<file path="config.mk">
export PLATFORM = sky130hd
export DESIGN_NAME = adc_readout
export DESIGN_NICKNAME = d
export VERILOG_FILES = /design/src/include/adc_pkg.sv /design/src/include/fifo_if.sv /design/src/adc_readout.sv /design/src/result_fifo.sv
export SDC_FILE = /design/constraint.sdc
export NUM_CORES = 1
export LEC_CHECK = 0
export BUFFER_PORTS_ARGS = -buffer_cell sky130_fd_sc_hd__buf_2
export CELL_PAD_IN_SITES_DETAIL_PLACEMENT = 2
export CELL_PAD_IN_SITES_GLOBAL_PLACEMENT = 2
export CORE_MARGIN = 2
export CORE_UTILIZATION = 46
export DETAILED_ROUTE_END_ITERATION = 10
export PLACE_DENSITY = 0.88
export SLEW_MARGIN = 25
export SYNTH_ARGS = -nofsm -noshare
export SYNTH_HDL_FRONTEND = slang
export SYNTH_SLANG_ARGS = --single-unit
</file>
<file path="constraint.sdc">
create_clock -name ref_clk -period 3.8 [get_ports ref_clk]
set_clock_uncertainty 0.05 [all_clocks]
set_input_delay 0.38 -clock ref_clk [delete_from_list [all_inputs] [get_ports ref_clk]]
set_output_delay 0.38 -clock ref_clk [all_outputs]
set_load 0.05 [all_outputs]
</file>
<file path="src/include/adc_pkg.sv">
/*
  Shared constants and types for the converter readout block.
  Assumes a single 25 MHz system clock and a 16-bit result.
*/
// What this block does
// - Convert strobe rise starts conversion, latches mode
// - Serial input low at rise: daisy-chain mode
// - Serial input high at rise: select mode
// - Select mode: output driven only while enabled
// - Select mode: strobe or serial input low enables
// - Result shifted out one bit per shift clock
// - Chain mode: input reaches output 16 clocks later
// - Result presented most significant bit first
// - Output updates after each shift clock fall
// - Internal timer converts; shift clock only reads
// - Straight binary, clamped to all ones/zeros
`default_nettype none

package adc_pkg;

  // ----------------------------------------
  // Widths and sizes
  // ----------------------------------------
  localparam int RES_W = 16;             // Result width
  localparam int FIFO_DEPTH = 8;         // Result buffer depth
  localparam int BIT_CNT_W = 5;          // Holds 0..16
  localparam int SYNC_STAGES = 3;        // Pin synchroniser depth
  localparam int NUM_PINS = 3;           // Synchronised pins

  // ----------------------------------------
  // Pin positions in the synchroniser array
  // ----------------------------------------
  localparam int PIN_STB = 0;            // Convert strobe
  localparam int PIN_SCK = 1;            // Shift clock
  localparam int PIN_SIN = 2;            // Serial input

  // ----------------------------------------
  // Timing
  // ----------------------------------------
  localparam int CLK_PERIOD_NS = 40;     // ref_clk period
  localparam int CONV_TIME_NS = 500;     // Internal conversion time
  localparam int CONV_CYC = (CONV_TIME_NS + CLK_PERIOD_NS - 1) / CLK_PERIOD_NS;
  localparam int CONV_CNT_W = $clog2(CONV_CYC + 1);

  // ----------------------------------------
  // Reset values and clamp codes
  // ----------------------------------------
  localparam logic [RES_W-1:0] RES_FULL = 16'hffff;  // Over-range code
  localparam logic [RES_W-1:0] RES_ZERO = 16'h0000;  // Under-range code
  localparam logic [SYNC_STAGES-1:0] SYNC_RST = 3'h0;
  localparam logic [NUM_PINS-1:0] FILT_RST = 3'h0;

  // ----------------------------------------
  // Types
  // ----------------------------------------
  typedef enum logic {MODE_CHAIN, MODE_SELECT} mode_t;
  typedef enum logic [1:0] {CV_IDLE, CV_RUN, CV_PUSH} conv_state_t;

endpackage : adc_pkg

`default_nettype wire

</file>
<file path="src/include/fifo_if.sv">
/*
  Valid/ready carrier between a result producer, the result
  buffer and the serial shifter. No clock inside.
*/
`timescale 1ns/1ps
`default_nettype none

interface fifo_if #(parameter int W = 16);
  logic in_valid;            // Producer has a word
  logic in_ready;            // Buffer can take a word
  logic [W-1:0] in_data;     // Word from producer
  logic out_valid;           // Buffer holds a word
  logic out_ready;           // Consumer takes the head
  logic [W-1:0] out_data;    // Head word

  // Producer side
  modport src (output in_valid, output in_data, input in_ready);
  // Buffer itself
  modport fifo (input in_valid, input in_data, output in_ready,
                output out_valid, output out_data, input out_ready);
  // Consumer side
  modport sink (input out_valid, input out_data, output out_ready);
endinterface : fifo_if

`default_nettype wire

</file>
<file path="src/adc_readout.sv">
/*
  Digital side of a 16-bit sampling converter: conversion
  start, mode selection and serial readout.
  Assumes host pins are asynchronous to ref_clk and the shift
  clock is slow enough to be oversampled (320 ns period).
*/
`timescale 1ns/1ps
`default_nettype none

module adc_readout
  import adc_pkg::*;
(
  // Clock and reset
  input wire logic ref_clk,
  input wire logic rst_b,
  // Host link pins
  input wire logic convert_strobe,
  input wire logic shift_clk,
  input wire logic serial_in,
  output logic serial_out,
  output logic serial_out_oe,
  // Sampled analog value, ref_clk domain
  input wire logic [RES_W-1:0] sample_code,
  input wire logic sample_over,
  input wire logic sample_under,
  // Status
  output logic conv_busy
);

  // --------------------------------------------
  // Declarations
  // --------------------------------------------
  localparam int CONV_PUSH_DLY = CONV_CYC + 1;  // Strobe to push

  logic [SYNC_STAGES-1:0] sync_r [NUM_PINS];  // Pin synchronisers
  logic [NUM_PINS-1:0] filt_r;                // Agreed pin levels
  logic [NUM_PINS-1:0] prev_r;                // Levels one cycle ago
  logic strobe_rise;                          // Strobe rising edge
  logic sck_fall;                             // Shift clock falling edge
  mode_t mode_r;                              // Latched interface mode
  conv_state_t conv_state_r;                  // Conversion sequencer
  logic [CONV_CNT_W-1:0] conv_cnt_r;          // Conversion timer
  logic [RES_W-1:0] conv_res_r;               // Captured result
  logic [RES_W-1:0] shift_r;                  // Output shifter
  logic [BIT_CNT_W-1:0] bit_cnt_r;            // Bits left of own result
  logic sh_busy_r;                            // Shifter holds own result
  logic oe_r;                                 // Output enable flop
  logic busy_r;                               // Conversion running
  logic start;                                // Accepted conversion start
  logic load;                                 // Shifter takes buffer head
  logic shift_en;                             // Shift on this fall

  fifo_if #(.W(RES_W)) buf_if ();             // Result path

  // --------------------------------------------
  // Helper functions
  // --------------------------------------------
  // Rising edge between two levels
  function automatic logic rise(input logic now, input logic was);
    rise = now && !was;
  endfunction : rise

  // Falling edge between two levels
  function automatic logic fall(input logic now, input logic was);
    fall = !now && was;
  endfunction : fall

  // Straight binary code with range clamp
  function automatic logic [RES_W-1:0] clamp(
    input logic [RES_W-1:0] code,
    input logic over,
    input logic under
  );
    if (over) begin
      clamp = RES_FULL;
    end else if (under) begin
      clamp = RES_ZERO;
    end else begin
      clamp = code;
    end
  endfunction : clamp

  // --------------------------------------------
  // Pin synchronisers
  // --------------------------------------------
  // Three stages; a level counts once stages two and three agree
  always_ff @(posedge ref_clk or negedge rst_b) begin
    if (!rst_b) begin
      for (int i = 0; i < NUM_PINS; i++) begin
        sync_r[i] <= SYNC_RST;
      end
      filt_r <= FILT_RST;
    end else begin
      sync_r[PIN_STB] <= {sync_r[PIN_STB][1:0], convert_strobe};
      sync_r[PIN_SCK] <= {sync_r[PIN_SCK][1:0], shift_clk};
      sync_r[PIN_SIN] <= {sync_r[PIN_SIN][1:0], serial_in};
      for (int i = 0; i < NUM_PINS; i++) begin
        if (sync_r[i][1] == sync_r[i][2]) begin
          filt_r[i] <= sync_r[i][2];
        end
      end
    end
  end

  // Previous agreed levels for edge finding
  always_ff @(posedge ref_clk or negedge rst_b) begin
    if (!rst_b) begin
      prev_r <= FILT_RST;
    end else begin
      prev_r <= filt_r;
    end
  end

  assign strobe_rise = rise(filt_r[PIN_STB], prev_r[PIN_STB]);
  assign sck_fall = fall(filt_r[PIN_SCK], prev_r[PIN_SCK]);
  // Strobe accepted only while no conversion is pending
  assign start = strobe_rise && (conv_state_r == CV_IDLE);

  // --------------------------------------------
  // Mode latch
  // --------------------------------------------
  // Serial input level at the accepted strobe edge picks the mode
  always_ff @(posedge ref_clk or negedge rst_b) begin
    if (!rst_b) begin
      mode_r <= MODE_SELECT;
    end else if (start) begin
      if (filt_r[PIN_SIN]) begin
        mode_r <= MODE_SELECT;
      end else begin
        mode_r <= MODE_CHAIN;
      end
    end
  end

  a_mode_chain: assert property (
    @(posedge ref_clk) disable iff (!rst_b)
    (start && !filt_r[PIN_SIN]) |=> (mode_r == MODE_CHAIN))
    else $error("Low serial input did not select chain mode");

  a_mode_select: assert property (
    @(posedge ref_clk) disable iff (!rst_b)
    (start && filt_r[PIN_SIN]) |=> (mode_r == MODE_SELECT))
    else $error("High serial input did not select select mode");

  // --------------------------------------------
  // Conversion sequencer
  // --------------------------------------------
  // Internal timer; the shift clock plays no part here
  always_ff @(posedge ref_clk or negedge rst_b) begin
    if (!rst_b) begin
      conv_state_r <= CV_IDLE;
      conv_cnt_r <= '0;
      busy_r <= 1'b0;
    end else begin
      case (conv_state_r)
        // Wait for a strobe edge
        CV_IDLE: begin
          if (start) begin
            conv_cnt_r <= CONV_CNT_W'(CONV_CYC - 1);
            conv_state_r <= CV_RUN;
            busy_r <= 1'b1;
          end
        end
        // Count the conversion time
        CV_RUN: begin
          if (conv_cnt_r == '0) begin
            conv_state_r <= CV_PUSH;
          end else begin
            conv_cnt_r <= conv_cnt_r - 1'b1;
          end
        end
        // Hand result to the buffer; stalls while it is full
        CV_PUSH: begin
          if (buf_if.in_ready) begin
            conv_state_r <= CV_IDLE;
            busy_r <= 1'b0;
          end
        end
        default: begin
          conv_state_r <= CV_IDLE;
          busy_r <= 1'b0;
        end
      endcase
    end
  end

  // Sample captured at the strobe edge, clamped to range
  always_ff @(posedge ref_clk or negedge rst_b) begin
    if (!rst_b) begin
      conv_res_r <= RES_ZERO;
    end else if (start) begin
      conv_res_r <= clamp(sample_code, sample_over, sample_under);
    end
  end

  assign buf_if.in_valid = (conv_state_r == CV_PUSH);
  assign buf_if.in_data = conv_res_r;

  a_conv_timing: assert property (
    @(posedge ref_clk) disable iff (!rst_b)
    start |-> ##CONV_PUSH_DLY (conv_state_r == CV_PUSH))
    else $error("Conversion did not finish on time");

  a_clamp_over: assert property (
    @(posedge ref_clk) disable iff (!rst_b)
    (start && sample_over) |=> (conv_res_r == RES_FULL))
    else $error("Over-range input not clamped to all ones");

  a_clamp_under: assert property (
    @(posedge ref_clk) disable iff (!rst_b)
    (start && !sample_over && sample_under) |=> (conv_res_r == RES_ZERO))
    else $error("Under-range input not clamped to all zeros");

  // --------------------------------------------
  // Result buffer
  // --------------------------------------------
  result_fifo #(
    .W(RES_W),
    .D(FIFO_DEPTH)
  ) u_fifo (
    .clk(ref_clk),
    .rst_b(rst_b),
    .port(buf_if)
  );

  // --------------------------------------------
  // Serial shifter
  // --------------------------------------------
  // Next result is taken only once the previous one has left
  assign buf_if.out_ready = !sh_busy_r;
  assign load = buf_if.out_valid && !sh_busy_r;
  // Chain mode always shifts; select mode only while enabled
  assign shift_en = sck_fall && ((mode_r == MODE_CHAIN) || oe_r);

  // Load MSB first, then move one bit per falling shift edge
  always_ff @(posedge ref_clk or negedge rst_b) begin
    if (!rst_b) begin
      shift_r <= RES_ZERO;
    end else if (load) begin
      shift_r <= buf_if.out_data;
    end else if (shift_en) begin
      if (mode_r == MODE_CHAIN) begin
        shift_r <= {shift_r[RES_W-2:0], filt_r[PIN_SIN]};
      end else begin
        shift_r <= {shift_r[RES_W-2:0], 1'b0};
      end
    end
  end

  // Count own bits out; frees the shifter for the next word
  always_ff @(posedge ref_clk or negedge rst_b) begin
    if (!rst_b) begin
      bit_cnt_r <= '0;
      sh_busy_r <= 1'b0;
    end else if (load) begin
      bit_cnt_r <= BIT_CNT_W'(RES_W);
      sh_busy_r <= 1'b1;
    end else if (shift_en && sh_busy_r) begin
      bit_cnt_r <= bit_cnt_r - 1'b1;
      if (bit_cnt_r == 5'h01) begin
        sh_busy_r <= 1'b0;
      end
    end
  end

  a_load_msb: assert property (
    @(posedge ref_clk) disable iff (!rst_b)
    load |=> (serial_out == $past(buf_if.out_data[RES_W-1])))
    else $error("Most significant bit not presented first");

  a_shift_on_fall: assert property (
    @(posedge ref_clk) disable iff (!rst_b)
    !$stable(shift_r) |-> $past(sck_fall || load))
    else $error("Output moved without a shift clock fall");

  a_chain_forward: assert property (
    @(posedge ref_clk) disable iff (!rst_b)
    (shift_en && !load && mode_r == MODE_CHAIN) |=>
      (shift_r[0] == $past(filt_r[PIN_SIN])))
    else $error("Chain input not forwarded into the shifter");

  // --------------------------------------------
  // Output enable
  // --------------------------------------------
  // Select mode: strobe low or serial input low drives the pin
  always_ff @(posedge ref_clk or negedge rst_b) begin
    if (!rst_b) begin
      oe_r <= 1'b0;
    end else if (mode_r == MODE_SELECT) begin
      oe_r <= !(filt_r[PIN_STB] && filt_r[PIN_SIN]);
    end else begin
      oe_r <= 1'b1;  // Chain mode drives throughout
    end
  end

  a_oe_off: assert property (
    @(posedge ref_clk) disable iff (!rst_b)
    (mode_r == MODE_SELECT && filt_r[PIN_STB] && filt_r[PIN_SIN])
      |=> !serial_out_oe)
    else $error("Output driven with strobe and serial input high");

  a_oe_on: assert property (
    @(posedge ref_clk) disable iff (!rst_b)
    (mode_r == MODE_SELECT && !(filt_r[PIN_STB] && filt_r[PIN_SIN]))
      |=> serial_out_oe)
    else $error("Output not enabled by a low enable line");

  // --------------------------------------------
  // Outputs, all straight from flops
  // --------------------------------------------
  assign serial_out = shift_r[RES_W-1];
  assign serial_out_oe = oe_r;
  assign conv_busy = busy_r;

endmodule : adc_readout

`default_nettype wire

</file>
<file path="src/result_fifo.sv">
/*
  Flip-flop result buffer with valid/ready on both sides.
  Assumes push and pop come from the same clock domain.
*/
`timescale 1ns/1ps
`default_nettype none

module result_fifo #(
  parameter int W = 16,
  parameter int D = 8
) (
  // Clock and reset
  input wire logic clk,
  input wire logic rst_b,
  // Buffer ports
  fifo_if.fifo port
);

  localparam int PW = $clog2(D);
  localparam int CW = $clog2(D + 1);
  localparam logic [PW-1:0] PTR_LAST = PW'(D - 1);
  localparam logic [CW-1:0] CNT_FULL = CW'(D);

  logic [W-1:0] mem_r [D];   // Storage
  logic [PW-1:0] wr_ptr_r;   // Write index
  logic [PW-1:0] rd_ptr_r;   // Read index
  logic [CW-1:0] count_r;    // Words held
  logic push;                // Write this cycle
  logic pop;                 // Read this cycle

  // Pointer step with wrap
  function automatic logic [PW-1:0] step(input logic [PW-1:0] p);
    step = (p == PTR_LAST) ? '0 : p + 1'b1;
  endfunction : step

  // Honest full and empty
  assign port.in_ready = (count_r != CNT_FULL);
  assign port.out_valid = (count_r != '0);
  assign port.out_data = mem_r[rd_ptr_r];
  assign push = port.in_valid && port.in_ready;
  assign pop = port.out_valid && port.out_ready;

  // Storage write
  always_ff @(posedge clk) begin
    if (push) begin
      mem_r[wr_ptr_r] <= port.in_data;
    end
  end

  // Pointers and fill level
  always_ff @(posedge clk or negedge rst_b) begin
    if (!rst_b) begin
      wr_ptr_r <= '0;
      rd_ptr_r <= '0;
      count_r <= '0;
    end else begin
      if (push) begin
        wr_ptr_r <= step(wr_ptr_r);
      end
      if (pop) begin
        rd_ptr_r <= step(rd_ptr_r);
      end
      if (push && !pop) begin
        count_r <= count_r + 1'b1;
      end else if (pop && !push) begin
        count_r <= count_r - 1'b1;
      end
    end
  end

endmodule : result_fifo

`default_nettype wire
</file>
# Word-level counts from Yosys, hierarchy flattened

Memories as Yosys holds them, arrays and structs flattened.
Index checks and enable logic that the tools add are counted.

Flip-flop bits (word level): 71
Latch bits: 0
RAM bits: 128
ROM bits: 0
Memories: 1

Add/subtract/negate cells: 6
$mul: 0
Divide/modulo/power cells: 0
$lt $le $gt $ge: 0
Eq/ne operators: 13
Shift operators: 0
Multiplexer cells: 28
Bitwise gates (word level): 2
Reductions and logical operators: 29

Memory list:

| memory       | words | bits a word | read ports | clocked after memory_dff | wr ports | line              | text |
|---|---|---|---|---|---|---|---|
| u_fifo.mem_r | 8     | 16          | 1          | 0                        | 1        | result_fifo.sv:24 | `logic [W-1:0] mem_r [D];` |

Operators by type and width:

| cell                  | number |
|---|---|
| $mux W16              | 4 |
| $mux W4               | 4 |
| $logic_and A1 B1 Y1   | 10 |
| $mux W1               | 10 |
| $mux W5               | 2 |
| $reduce_bool A2 Y1    | 5 |
| $reduce_and A3 Y1     | 3 |
| $ne A2 B2 Y1 const B  | 4 |
| $pmux W4 S2           | 1 |
| $sub A4 B1 Y4 const B | 2 |
| $add A3 B1 Y3 const B | 2 |
| $eq A3 B3 Y1 const B  | 2 |
| $logic_not A1 Y1      | 6 |
| $mux W2               | 3 |
| $mux W3               | 2 |
| $pmux W2 S3           | 1 |
| $eq A5 B1 Y1 const B  | 1 |
| $sub A5 B1 Y5 const B | 1 |
| $add A4 B1 Y4 const B | 1 |
| $logic_not A4 Y1      | 1 |
| $ne A4 B4 Y1 const B  | 1 |
| $reduce_bool A4 Y1    | 1 |
| $eq A1 B1 Y1          | 3 |
| $pmux W1 S3           | 1 |
| 6 further kinds       | 7 |

# Logic depth before layout (Yosys ltp)

Depth in word-level cells: 6
Mapped depth: 11

# Hierarchy

A second synthesis with hierarchy kept.

Cells, all modules: 481
Area total of the unflattened synthesis: 8,197.9 µm²

By module, submodules not included:

| module      | times used | cells each | area each (µm²) | seq. area each (µm²) |
|---|---|---|---|---|
| result_fifo | 1          | 249        | 5,594.1         | 4,093.9 |
| adc_readout | 1          | 232        | 2,603.7         | 1,527.7 |

# Least setup slack after synthesis

OpenSTA, ideal clock, no wires.

Kind: flip-flop to flip-flop
Start: register u_fifo.count_r[3]
End: memory u_fifo.mem_r[0][0], enable pin
Library setup time: 0.430 ns
Arrival time: 2.632 ns
Data required time: 3.320 ns
Path slack: 0.688 ns
Stages on the path, launching flop included: 5
Path buffers: 1
Clock period less this slack: 3.112 ns
Cells stage by stage: dfrtp_1 > nor4b_1 > or3b_1 > buf_2 > nor4_1

Word-level cells in the longest chain between the ends: 4

Ends and longest elaborated chain:

| what                          | line              | text |
|---|---|---|
| from (decl)                   | result_fifo.sv:27 | `logic [CW-1:0] count_r;` |
| from (signal assigned)        | result_fifo.sv:64 | `count_r <= count_r + 1'b1;` |
| from (signal assigned)        | result_fifo.sv:66 | `count_r <= count_r - 1'b1;` |
| $ne A4 B4 Y1                  | result_fifo.sv:37 | `assign port.in_ready = (count_r != CNT_FULL);` |
| $logic_and A1 B1 Y1           | result_fifo.sv:40 | `assign push = port.in_valid && port.in_ready;` |
| $mux W1                       | result_fifo.sv:45 | `if (push) begin` |
| $mux W1 (implied by the code) | result_fifo.sv:46 | `mem_r[wr_ptr_r] <= port.in_data;` |
| to (decl)                     | result_fifo.sv:24 |  |

Every way passes these cells.

# Worst setup path after layout

Start: register u_fifo.count_r[0]
End: register u_fifo.count_r[3]

Word-level cells in the longest chain between the ends: 5
Elaborated cells on any way between the ends: 13
Classes of those cells: add/sub (2); eq/ne (1); mux (2); reduce/logical (8)

Ends and longest elaborated chain:

| what                                | line              | text |
|---|---|---|
| $ne A4 B4 Y1 *                      | result_fifo.sv:37 |  |
| $logic_and A1 B1 Y1 *               | result_fifo.sv:40 |  |
| net u_fifo.push                     | result_fifo.sv:28 | `logic push;` |
| $logic_not A1 Y1                    | result_fifo.sv:65 | `end else if (pop && !push) begin` |
| $logic_and A1 B1 Y1                 | result_fifo.sv:65 |  |
| $reduce_bool A2 Y1 (no source line) | -                 |  |

The timed path passes the listed nets; every way through them passes the cells marked *. The select of a mux whose other input is x is not followed.
A chain may end at the register's enable or synchronous reset.

==> impl_metrics.env <==
export IMPL_outcome="complete, no violations"
export IMPL_tritoncts_num_buffers=17
export IMPL_power_per_cell_area_nw_per_um2=779
export IMPL_max_cap_violations=0
export IMPL_area_growth_pct=12.4
export IMPL_synth_top_cells_by_area="sky130_fd_sc_hd__edfxtp_1, sky130_fd_sc_hd__dfrtp_1, sky130_fd_sc_hd__mux2i_1"
export IMPL_critPathArrivalTime_ns=3.84
export IMPL_worst_r2r_setup_slack_ns=0.19
export IMPL_placement_rows=48
export IMPL_ir_drop_mv=0.413
export IMPL_synth_simple_gate_area_share_pct=5.30
export IMPL_detail_route_antenna_nets=0
export IMPL_synth_edff_count=128
export IMPL_design_die_area_sq_um=18600
export IMPL_initialDrtViolationCount=282
export IMPL_yosys_area_share_adder_pct=2.17
export IMPL_wl_per_cell_um=30.9
export IMPL_fin_crit_sh_pct=95.0
export IMPL_layout_cells_excl_fill=797
export IMPL_drv_slew=0
export IMPL_synth_mux_area_fraction_pct=12.7
export IMPL_hold_path_class="in2reg"
export IMPL_pnr_worst_setup_slack_ns=0.191
export IMPL_static_leakage_power_nw=3.42
export IMPL_boundaryPins=26
export IMPL_grt_max_degree=72
export IMPL_final_setup_tns_ns=0
export IMPL_holdCritStartpoint="sample_code[2]"
export IMPL_final_core_util_pct=52.6
export IMPL_crit_reg2reg_launch="u_fifo.count_r[0]"
export IMPL_gp_congestion=0.771
export IMPL_synth_compound_area_share_pct=6.86
export IMPL_tritoncts_clock_tree="built"
export IMPL_setup_repair_after_global_routing_missed_its_margin="no"
export IMPL_post_synth_xor_area_fraction_pct=0.543
export IMPL_min_path_cells=3
export IMPL_synth_ff_latch_count=199
export IMPL_grt_pass1_vias=5405
export IMPL_clk_pin_slew_worst_paths_ns=0.09
export IMPL_synth_async_reset_ratio_pct=35.7
export IMPL_n_antenna_cell=0
export IMPL_die_width_um=136
export IMPL_fp_coreArea_sq_um=17200
export IMPL_timing_critical_path_fanout_max=9
export IMPL_dp_cells=761
export IMPL_library_cell_with_the_highest_instance_count_after_synthesis="sky130_fd_sc_hd__edfxtp_1"
export IMPL_nFillCells=1522
export IMPL_fin_nets=593
export IMPL_clock_insertion_delay_worst_skew_ns=0.45
export IMPL_route_vias_total=4898
export IMPL_synth_warning_count=0
export IMPL_gr_total_overflow=0
export IMPL_final_count_of_negative_setup_slack_endpoints=0
export IMPL_start_util_pct=46.8
export IMPL_groute_usage_overall_pct=28.3
export IMPL_post_synth_cell_area_avg_sq_um=15.4
export IMPL_firstDrtPassIters=4
export IMPL_yosysTopAreaCell="sky130_fd_sc_hd__edfxtp_1"
export IMPL_seq_area_frac_synth_pct=69.7
export IMPL_synth_top_family_by_area="multiplexers"
export IMPL_yosys_most_used_dff="sky130_fd_sc_hd__edfxtp_1"
export IMPL_place_worst_setup_slack_ns=0.477
export IMPL_timing_worst_slew_pin_value_ns=0.919
export IMPL_portBuffers=25
export IMPL_totalWireLength_um=24600
export IMPL_htree_num_levels=4
export IMPL_critical_path_required_ns=4.03
export IMPL_post_dp_hpwl_um=13900
export IMPL_post_synthesis_net_count=558
export IMPL_clock_sink_count=199
export IMPL_fmax_mhz=277
export IMPL_min_to="buf_if.in_data[2]"
export IMPL_ys_types=44
export IMPL_startpoint_class="register"
export IMPL_drive_above_1_share_pct=18.7
export IMPL_synth_cells=524
export IMPL_antenna_found_initial=0
export IMPL_grt_first_pass_wirelength_um=36800
export IMPL_die_height_um=136
export IMPL_vias_per_cell=6.15
export IMPL_clock_root_buffer="sky130_fd_sc_hd__clkbuf_16"
export IMPL_netlist_area_leader_share_pct=47.7
export IMPL_clk_path_buf_depth=2
export IMPL_worst_r2r_cell_count=9
export IMPL_remaining_drc_errors=0
export IMPL_maxSlewHeadroom_pct=38.8
export IMPL_end_kind="register"
export IMPL_final_number_of_hold_violating_endpoints=0
export IMPL_critical_path_class="reg2reg"
export IMPL_finalWorstPathRequiredPeriod_ns=3.61
export IMPL_netlist_top_cells_count="sky130_fd_sc_hd__edfxtp_1, sky130_fd_sc_hd__dfrtp_1, sky130_fd_sc_hd__mux2i_1, sky130_fd_sc_hd__a21oi_1, sky130_fd_sc_hd__mux2_2"
export IMPL_synth_cell_area_sq_um=8070
export IMPL_timing_rr_end="u_fifo.count_r[3]"
==> kinds of logic (layout without fill, tap and decap cells) <==
group / after synthesis / after routing
xor+xnor: 5 / 5
mux: 98 / 98
flops: 199 / 199
simple gates: 88 / 88
fa+ha+maj: 14 / 14
compound gates: 85 / 85
buf+inv: 35 / 83
==> critical path: stages, from the launching register on <==
cell and delay (ns):
sky130_fd_sc_hd__dfrtp_1 0.49, sky130_fd_sc_hd__nor4b_2 0.51, sky130_fd_sc_hd__or3b_1 0.48, sky130_fd_sc_hd__inv_2 0.13, sky130_fd_sc_hd__ha_1 0.29, sky130_fd_sc_hd__inv_1 0.19
sky130_fd_sc_hd__ha_1 0.27, sky130_fd_sc_hd__a21o_1 0.22, sky130_fd_sc_hd__a2111oi_0 0.56, sky130_fd_sc_hd__o31ai_1 0.24
==> per-stage QoR <==
step / hold WS (ns) / area (sq um) / power, W
floorplan: 0.0344 / 8070 / 0.00444
global placement: 0.287 / 8430 / 0.00475
detailed placement: 0.286 / 8430 / 0.00507
CTS: 0.0468 / 9050 / 0.00707
global route: 0.204 / 9070 / 0.00732
finish: 0.209 / 9070 / 0.00706
==> worst max-delay path by stage <==
| stage | startpoint | to | slack (ns) |
|---|---|---|---|
| 3_3_place_gp | u_fifo.count_r[0] | u_fifo.count_r[3] | 0.74 |
| 4_1_cts | u_fifo.count_r[0] | u_fifo.count_r[3] | 0.13 |
| 3_5_place_dp | u_fifo.count_r[0] | u_fifo.count_r[3] | 0.48 |
| 6_report | u_fifo.count_r[0] | u_fifo.count_r[3] | 0.19 |
| 2_1_floorplan | u_fifo.count_r[3] | u_fifo.mem_r[0][0] | 0.69 |
| 5_1_grt | u_fifo.count_r[0] | u_fifo.count_r[3] | 0.13 |
==> sequential cells by signal (all words and copies together) (netlist names) <==
| name | count |
|---|---|
| bit_cnt_r | 5 |
| buf_if.in_data | 16 |
| conv_busy | 1 |
| conv_cnt_r | 4 |
| conv_state_r | 2 |
| filt_r | 3 |
| mode_r | 1 |
| prev_r | 2 |
| serial_out_oe | 1 |
| sh_busy_r | 1 |
| shift_r | 16 |
| sync_r | 9 |
| u_fifo.count_r | 4 |
| u_fifo.mem_r | 128 |
| u_fifo.rd_ptr_r | 3 |
| u_fifo.wr_ptr_r | 3 |
==> power by group <==
group / switching (W) / leakage (nW) / internal [W]
Combinational: 0.00103 / 1.18 / 0.000759
Sequential: 0.000596 / 1.95 / 0.00280
Clock: 0.000959 / 0.286 / 0.000919
Total: 0.00259 / 3.42 / 0.00448
==> timing repair <==
item | 4_1_cts | 5_1_grt
hold buffers | 3 | 1
resized for setup | 0 | 1
endpoints found under the setup margin | 0 | 1
setup buffers | 0 | 0
hold endpoints to repair | 3 | 70
==> cells in the final DEF, fill, tap and decap left out, drive strengths merged, types with 3 or more instances in the layout <==
master,instances
o22ai,18
a21o,5
clkbuf,19
edfxtp,128
ha,10
a21oi,35
mux2,35
nand2b,6
inv,17
nor3,11
buf,38
clkinv,4
nor2b,5
nor2,25
o21ai,6
a221o,16
nand2,21
dlygate4sd3,4
mux2i,63
maj3,3
xor2,3
nand3,7
dfrtp,70
==> layout make-up <==
type	count	area (sq um)	area share (%)
Inverter	9	33.8	0.373
Sequential cell	199	5620	62.0
Timing Repair Buffer	42	282	3.11
Multi-Input combinational cell	290	2260	24.9
Clock buffer	19	454	5.01
Clock inverter	13	133	1.46
Tap cell	225	282	3.11
==> layer usage <==
| layer | vias to the layer above | share of wire [%] | wire length, um | GRT usage (%) |
|---|---|---|---|---|
| met4 | 0 | 2.3 | 566 | 9.38 |
| met3 | 38 | 4.7 | 1160 | 6.30 |
| met5 | - | 0 | 0 | 0 |
| li1 | 2055 | - | - | - |
| met2 | 172 | 51 | 12700 | 47.9 |
| met1 | 2633 | 42 | 10200 | 36.4 |
Note: power is estimated with default switching activity, not from simulation.
